--- src/rtl/ddc_pkg.sv ---
// Package with constants and types of the dual converter command unit.
package ddc_pkg;
    localparam int FRAME_BITS = 24;
    localparam int CMD_HI = 21;
    localparam int CMD_LO = 19;
    localparam int CHN_HI = 18;
    localparam int CHN_LO = 16;
    localparam int PD_MODE_HI = 5;
    localparam int PD_MODE_LO = 4;
    localparam int SEL_B_BIT = 1;
    localparam int SEL_A_BIT = 0;
    localparam int SYNC_HIGH_NS = 15;
    localparam int CLK_PERIOD_NS = 25;
    localparam int SYNC_HIGH_CYC =
        (SYNC_HIGH_NS + CLK_PERIOD_NS - 1) / CLK_PERIOD_NS;
    localparam logic [15:0] ZERO_CODE = 16'h0000;
    localparam logic [15:0] MID_CODE = 16'h8000;
    localparam logic [4:0] CNT_RST = 5'h00;
    localparam logic [4:0] CNT_LAST = 5'h17;

    typedef enum logic [2:0] {
        CMD_WRITE_IN = 3'h0,
        CMD_UPDATE = 3'h1,
        CMD_WRITE_ALL = 3'h2,
        CMD_WRITE_UPD = 3'h3,
        CMD_POWER = 3'h4,
        CMD_RESET = 3'h5,
        CMD_LOAD_CTL = 3'h6,
        CMD_RSVD = 3'h7
    } ddc_cmd_t;

    localparam logic [2:0] CHN_A = 3'h0;
    localparam logic [2:0] CHN_B = 3'h1;
    localparam logic [2:0] CHN_ALL = 3'h7;

    typedef enum logic [1:0] {
        PD_NORMAL = 2'h0,
        PD_1K = 2'h1,
        PD_100K = 2'h2,
        PD_TRI = 2'h3
    } ddc_pd_t;

    typedef enum logic [1:0] {
        ST_IDLE = 2'h0,
        ST_SHIFT = 2'h1,
        ST_DONE = 2'h3
    } ddc_st_t;

    typedef struct packed {
        logic [15:0] code_a;
        logic [15:0] code_b;
    } ddc_pair_t;

    typedef struct packed {
        ddc_pd_t mode_a;
        ddc_pd_t mode_b;
    } ddc_pwr_t;
endpackage

--- src/rtl/ddc_cmd_unit.sv ---
// Serial command receiver and register control for a dual converter.
`timescale 1ns/10ps
// Functional notes
// - A falling frame select starts a frame; data shifts on serial clock falls.
// - The 24th falling edge takes the last bit and runs the command.
// - Frame is two ignored bits, command, channel, then 16 data bits.
// - Commands: write input, update, write and update all, write and update.
// - Channel 000 is A, 001 is B, 111 is both; others reserved.
// - Data word is straight binary held in the converter register.
// - Frame select rising early discards the frame with no change.
// - After power-up outputs hold zero or midscale until a valid frame.
// - Load strobe is ignored during power-on reset; the clear pin is synchronised but never used.
// - Command 101 clears data registers; with DB0 set also control registers.
// - Command 100 sets power mode from DB5 and DB4.
// - DB1 picks channel B, DB0 channel A for the power mode.
// - Leaving power-down shows input register if strobe low, else held value.
// - Converter register changes only by command 101 while its channel is powered down.
// - Low load strobe copies input registers into converter registers.
// - Strobe updates a converter register only if its input was written.
// - Command 110 sets per-channel auto update bits; default zero.
module ddc_cmd_unit #(
    parameter logic MIDSCALE_VARIANT = 1'b0
) (
    // Clock and reset.
    input  wire logic             SYS_CLK,
    input  wire logic             RESET,
    // Serial host pins.
    input  wire logic             FRAME_SELECT_N,
    input  wire logic             SERIAL_CLK,
    input  wire logic             SERIAL_DATA_IN,
    // Hardware control pins.
    input  wire logic             LOAD_STROBE_N,
    input  wire logic             CLEAR_INPUT_N,
    // Converter state and frame-done pulse.
    output ddc_pkg::ddc_pair_t    CONV_CODE,
    output ddc_pkg::ddc_pwr_t     POWER_MODE,
    output logic [1:0]            AUTO_LOAD,
    output logic                  FRAME_DONE
);
    typedef struct packed {
        logic [2:0]       fs_s;
        logic [2:0]       sck_s;
        logic [1:0]       sdi_s;
        logic [1:0]       ld_s;
        logic [1:0]       clr_s;
        logic             por;
        ddc_pkg::ddc_st_t st;
        logic [4:0]       cnt;
        logic [23:0]      shift;
        ddc_pkg::ddc_pair_t inreg;
        ddc_pkg::ddc_pair_t conv;
        logic [1:0]       dirty;
        ddc_pkg::ddc_pwr_t pwr;
        logic [1:0]       auto_ld;
        logic             done;
    } ddc_state_t;

    ddc_state_t s_q;
    ddc_state_t s_d;

    localparam logic [15:0] RST_CODE =
        MIDSCALE_VARIANT ? ddc_pkg::MID_CODE : ddc_pkg::ZERO_CODE;

    always_comb begin
        logic        fall;
        logic        fs_low;
        logic        fs_fell;
        logic [23:0] fr;
        logic [2:0]  cmd;
        logic [2:0]  chn;
        logic [15:0] dat;
        logic [1:0]  sel;
        logic [1:0]  wr;
        logic [1:0]  upd;
        logic        ldn;
        s_d = s_q;
        fall = 1'b0;
        fs_low = 1'b0;
        fs_fell = 1'b0;
        fr = '0;
        cmd = 3'h0;
        chn = 3'h0;
        dat = 16'h0000;
        sel = 2'h0;
        wr = 2'h0;
        upd = 2'h0;
        ldn = 1'b1;
        // Bit 0 of each synchroniser is only fed forward.
        s_d.fs_s = {s_q.fs_s[1:0], FRAME_SELECT_N};
        s_d.sck_s = {s_q.sck_s[1:0], SERIAL_CLK};
        s_d.sdi_s = {s_q.sdi_s[0], SERIAL_DATA_IN};
        s_d.ld_s = {s_q.ld_s[0], LOAD_STROBE_N};
        s_d.clr_s = {s_q.clr_s[0], CLEAR_INPUT_N};
        s_d.por = 1'b0;
        s_d.done = 1'b0;
        fall = s_q.sck_s[2] & ~s_q.sck_s[1];
        fs_low = ~s_q.fs_s[1];
        fs_fell = s_q.fs_s[2] & ~s_q.fs_s[1];
        ldn = s_q.por ? 1'b1 : s_q.ld_s[1];
        case (s_q.st)
            ddc_pkg::ST_IDLE: begin
                if (fs_fell) begin
                    s_d.st = ddc_pkg::ST_SHIFT;
                    s_d.cnt = ddc_pkg::CNT_RST;
                    s_d.shift = '0;
                end
            end
            ddc_pkg::ST_SHIFT: begin
                if (!fs_low) begin
                    s_d.st = ddc_pkg::ST_IDLE;
                    s_d.shift = '0;
                    s_d.cnt = ddc_pkg::CNT_RST;
                end else if (fall) begin
                    fr = {s_q.shift[22:0], s_q.sdi_s[1]};
                    s_d.shift = fr;
                    s_d.cnt = s_q.cnt + 5'h01;
                    if (s_q.cnt == ddc_pkg::CNT_LAST) begin
                        s_d.st = ddc_pkg::ST_DONE;
                        s_d.done = 1'b1;
                    end
                end
            end
            ddc_pkg::ST_DONE: begin
                if (!fs_low) begin
                    s_d.st = ddc_pkg::ST_IDLE;
                end
            end
            default: s_d.st = ddc_pkg::ST_IDLE;
        endcase
        if (s_d.done) begin
            cmd = fr[ddc_pkg::CMD_HI:ddc_pkg::CMD_LO];
            chn = fr[ddc_pkg::CHN_HI:ddc_pkg::CHN_LO];
            dat = fr[15:0];
            case (chn)
                ddc_pkg::CHN_A:   sel = 2'b01;
                ddc_pkg::CHN_B:   sel = 2'b10;
                ddc_pkg::CHN_ALL: sel = 2'b11;
                default:          sel = 2'b00;
            endcase
            case (cmd)
                ddc_pkg::CMD_WRITE_IN:  wr = sel;
                ddc_pkg::CMD_UPDATE:    upd = sel;
                ddc_pkg::CMD_WRITE_ALL: begin
                    wr = sel;
                    // A reserved channel code must not update anything.
                    upd = (sel != 2'b00) ? 2'b11 : 2'b00;
                end
                ddc_pkg::CMD_WRITE_UPD: begin
                    wr = sel;
                    upd = sel;
                end
                ddc_pkg::CMD_POWER: begin
                    if (dat[ddc_pkg::SEL_A_BIT]) begin
                        s_d.pwr.mode_a = ddc_pkg::ddc_pd_t'(
                            dat[ddc_pkg::PD_MODE_HI:ddc_pkg::PD_MODE_LO]);
                    end
                    if (dat[ddc_pkg::SEL_B_BIT]) begin
                        s_d.pwr.mode_b = ddc_pkg::ddc_pd_t'(
                            dat[ddc_pkg::PD_MODE_HI:ddc_pkg::PD_MODE_LO]);
                    end
                end
                ddc_pkg::CMD_LOAD_CTL: s_d.auto_ld = dat[1:0];
                default: ;
            endcase
            wr = (cmd == ddc_pkg::CMD_RSVD) ? 2'b00 : wr;
            // Auto-load channels update on this edge regardless of strobe.
            upd = upd | (wr & s_d.auto_ld);
        end
        if (wr[0]) s_d.inreg.code_a = dat;
        if (wr[1]) s_d.inreg.code_b = dat;
        s_d.dirty = s_q.dirty | wr;
        // Level-sensitive strobe; only freshly written inputs move.
        if (!ldn) upd = upd | s_d.dirty;
        // A powered-down channel keeps its code; a pending write waits so
        // that power-up with the strobe low shows the input value.
        if (s_q.pwr.mode_a != ddc_pkg::PD_NORMAL) upd[0] = 1'b0;
        if (s_q.pwr.mode_b != ddc_pkg::PD_NORMAL) upd[1] = 1'b0;
        if (upd[0]) begin
            s_d.conv.code_a = s_d.inreg.code_a;
            s_d.dirty[0] = 1'b0;
        end
        if (upd[1]) begin
            s_d.conv.code_b = s_d.inreg.code_b;
            s_d.dirty[1] = 1'b0;
        end
        if (s_d.done && cmd == ddc_pkg::CMD_RESET) begin
            s_d.inreg = '0;
            s_d.conv = '0;
            s_d.dirty = 2'b00;
            if (dat[0]) begin
                s_d.auto_ld = 2'b00;
                s_d.pwr = '0;
            end
        end
    end

    always_ff @(posedge SYS_CLK or posedge RESET) begin
        if (RESET) begin
            s_q <= '0;
            // Frame select resets low so a pin idling low gives no false start.
            s_q.fs_s <= 3'h0;
            s_q.conv <= {RST_CODE, RST_CODE};
            s_q.sck_s <= 3'h7;
            s_q.ld_s <= 2'h3;
            s_q.clr_s <= 2'h3;
            s_q.por <= 1'b1;
            s_q.st <= ddc_pkg::ST_IDLE;
        end else begin
            s_q <= s_d;
        end
    end

    // The power-on code sits in the converter registers until a frame.
    assign CONV_CODE = s_q.conv;

    assign POWER_MODE = s_q.pwr;
    assign AUTO_LOAD = s_q.auto_ld;
    assign FRAME_DONE = s_q.done;
endmodule

--- config.mk ---
export PLATFORM = sky130hd
export DESIGN_NAME = ddc_cmd_unit
export DESIGN_NICKNAME = d
export VERILOG_FILES = /design/src/rtl/ddc_pkg.sv /design/src/rtl/ddc_cmd_unit.sv
export SDC_FILE = /design/constraint.sdc
export NUM_CORES = 1
export LEC_CHECK = 0
export ABC_CLOCK_PERIOD_IN_PS = 4600
export BUFFER_PORTS_ARGS = -buffer_cell sky130_fd_sc_hd__buf_4
export CAP_MARGIN = 20
export CORE_UTILIZATION = 35
export DETAILED_ROUTE_END_ITERATION = 6
export SYNTH_ARGS = -nofsm -noshare
export SYNTH_HDL_FRONTEND = slang
export SYNTH_SLANG_ARGS = --single-unit
--- constraint.sdc ---
create_clock -name SYS_CLK -period 4.6 [get_ports SYS_CLK]
set_input_delay 0.92 -clock SYS_CLK [delete_from_list [all_inputs] [get_ports SYS_CLK]]
set_output_delay 0.92 -clock SYS_CLK [all_outputs]
set_load 0.01 [all_outputs]
==> run_results.csv <==
group,metric,value,unit
run_status,status,"finished, final reports clean",
clock_network,cts_resized,0,
die,die_y,127.6,um
synth,syn_avg_cell_area,10.86,sq um
synth,netlist_area,5519,sq um
clock_network,cts_hold_buf,0,
worst_setup_path,crit_buf_inv,0,
power_and_ir_drop,p_sw_share,22.81,%
die,rows,45,
timing,relSlewSlack,36.77,%
timing,timing.setup.tns,0,ps
route,wl_per_cell,15.08,um
synth,seq_area_frac_synth,50.92,%
synth,ys.flop_type,"dfrtp_1",
timing,hold_violations,0,
power_and_ir_drop,power_density,300.1,nW/um^2
clock_network,clk_latency,350,ps
route,first_iter_violations,212,
finish,antennaDiodeCount,0,
synth,async_reset_ff_share,100.0,%
clock_network,clock-sinks,112,
route,routed_wl,10660,um
die,initial_utilization,36.04,%
global_routing,grt_use_total,13.90,%
global_routing,grt_overflow_total,0,
job,cap_violations,0,
timing,clock_skew,12.77,ps
timing,worst_pin_slew,948.4,ps
synth,yosysWarnings,0,
place,dp_cells,688,
finish,drive_above_1_share,23.79,%
route,ant_nets,0,
synth,synth_cell_type_count,53,
route,dr_total_vias,3504,
clock_network,cts_buffer_depth,2,
worst_setup_path,crit_slowest_cell,"a21oi_2",
synth,synth_common_cells,"106 x dfrtp_1, 39 x buf_4, 35 x nand2_1, 33 x nor4_1",
die,die_x,127.6,um
synth,synth.most_common_cell,"dfrtp_1",
worst_setup_path,start_kind,"flop",
timing,setup_slack,1537,ps
worst_setup_path,cp.arrival,3300,ps
global_routing,grt_pass1_wl,17710,um
worst_setup_path,crit_chain,"nand4bb_4 > nand2b_4 > o31ai_1 > a21oi_2 > mux2_2",
power_and_ir_drop,leakage,2.734,nW
worst_setup_path,end_kind,"flop",
clock_network,cts_setup_buffers,0,
power_and_ir_drop,combPwrFrac,2.8,%
clock_network,cts_buffers,9,
timing,grt_setup_unrepaired,"no",
clock_network,cts-root-buf,"clkbuf_16",
power_and_ir_drop,pwr-share-clk,42.1,%
synth,synth_top_area_cell,"dfrtp_1",
finish,nets,499,
route,drtPass1Iterations,4,
worst_setup_path,critPathKind,"reg2reg",
synth,synth_nets,516,
clock_network,cts_tree,"built",
place,dp_hpwl,6857,um
timing,period_minus_slack,3063,ps
place,dp_slack,1334,ps
synth,synth_area_leaders,"dfrtp_1 48%, buf_4 5.3%, o31a_1 5.1%",
synth,synth_edf_count,0,
power_and_ir_drop,p_int,1.398,mW
synth,yosysTopAreaCellShare,48.06,%
die,io_pins,46,
power_and_ir_drop,switchingPower,0.4131,mW
clock_network,cts_max_level,3,
finish,final-instance-count-excl-fill,707,
worst_setup_path,cpPeakStageDelay,790,ps
place,port_buffers,44,
global_routing,grt_max_degree,88,
die,core_area,15310,sq um
route,vias_per_cell,4.956,
timing,fmax,326.5,MHz
worst_setup_path,required,4840,ps
clock_network,cts.clk_slew.worst_paths,70,ps
global_routing,grt_pass1_vias,3533,
worst_hold_path,min_path_type,"reg2reg",
worst_setup_path,cp_max_fo,87,
synth,ys_seq_elements,112,
power_and_ir_drop,vdd_drop_max,165.8,uV
timing,slew_violations,0,
timing,setup_viol,0,
synth,synthCells,508,
worst_setup_path,path_delay_family,"compound AO/OA/AOI/OAI gates",
place,gp_congestion,0.7914,
die,dieArea,16280,sq um
timing,period_share,66.58,%
power_and_ir_drop,p_seq_share,55.2,%
finish,syn_to_final_growth,9.340,%
global_routing,antenna_found_initial,0,
route,drc,0,
==> area by class of cell <==
| cell class | count | area, sq um |
|---|---|---|
| well taps | 211 | 264.0 |
| multi-input cells | 291 | 2131 |
| flip-flops and latches | 112 | 2810 |
| inverters | 26 | 100.1 |
| repair buffers | 51 | 435.4 |
| fillers | 1508 | 9280 |
| clock buffers | 11 | 242.7 |
| clock inverters | 5 | 51.30 |
==> power by group through the flow <==
| stage | clock network (mW) | registers [mW] | logic [mW] |
|---|---|---|---|
| floorplan | 0 | 1.02 | 0.0340 |
| global placement | 0 | 1.02 | 0.0473 |
| global route | 0.825 | 1.00 | 0.0574 |
| detailed placement | 0 | 1.02 | 0.0485 |
| CTS | 0.788 | 0.999 | 0.0485 |
| finish | 0.762 | 0.999 | 0.0501 |
==> sequential cells by signal, summed over array words and instances (netlist names) <==
signal	count
AUTO_LOAD	2
CONV_CODE	32
FRAME_DONE	1
POWER_MODE	4
s_d	6
s_q	67
==> metrics by stage <==
stage	total power, mW	area (sq um)	hold WS [ps]	utilization (%)
finish	1.811	6035	351.3	39.40
global route	1.882	6035	360.7	39.40
CTS	1.836	5959	354.4	38.91
detailed placement	1.067	5665	337.1	36.99
global placement	1.065	5665	340.0	36.99
floorplan	1.051	5519	331.2	-
==> final timing paths <==
kind	slack [ps]	cells after the start	startpoint	endpoint
worst min register to register	350	0	s_d[110]	s_q[110]
max in group asynchronous	3270	4	RESET	s_q[57]
min in group asynchronous	460	2	RESET	s_d[115]
worst min-delay path	350	0	s_d[110]	s_q[110]
worst max register to register	1540	5	s_d[113]	CONV_CODE[23]
worst max-delay path	1540	5	s_d[113]	CONV_CODE[23]
==> logic make-up (layout without fill, tap and decap cells) <==
kind of cell               count (synthesis)  count (layout)  share of synthesized area (%)
muxes                                     32              32                          7.141
and+or+nand+nor                          135             135                          14.31
AOI/OAI and AO/OA                        120             120                          16.48
buffers and inverters                    105              93                          10.54
DFF                                      112             112                          50.92
xor gates and xnor gates                   2               2                         0.3174
other                                      1               1                        0.06795
adders and majority gates                  1               1                         0.2267
==> per-layer routing <==
| layer | part of all wire (%) | up-vias | GRT usage, % |
|---|---|---|---|
| li1 | - | 1716 | - |
| met1 | 46 | 1736 | 17.06 |
| met2 | 50 | 40 | 24.08 |
| met3 | 3.0 | 12 | 3.434 |
| met4 | 1.6 | 0 | 4.291 |
| met5 | 0 | - | 0 |
==> cells in the final DEF (no fill, tap or decap), types with 2 or more instances in the layout <==
master	n
dfrtp_1	106
buf_4	48
nand2_1	35
nor4_1	33
o31a_1	32
o21a_1	32
and2_1	32
inv_1	25
mux2_2	23
o21ai_0	23
nor2_1	9
mux2_4	9
a21oi_1	9
clkbuf_16	9
dfstp_2	6
o31ai_1	5
nor3_1	5
and3_1	4
a22o_1	3
xnor2_1	2
or3_1	2
a21o_1	2
nand4_1	2
o22ai_1	2
clkinv_4	2
inv_6	2
buf_16	2
==> worst reg2reg max path, stage by stage (launching register included) <==
cell and delay, ps:
dfstp_2 550, nand4bb_4 210, nand2b_4 700, o31ai_1 290, a21oi_2 790, mux2_2 430
No activity file was read; power rests on OpenSTA's default activity.
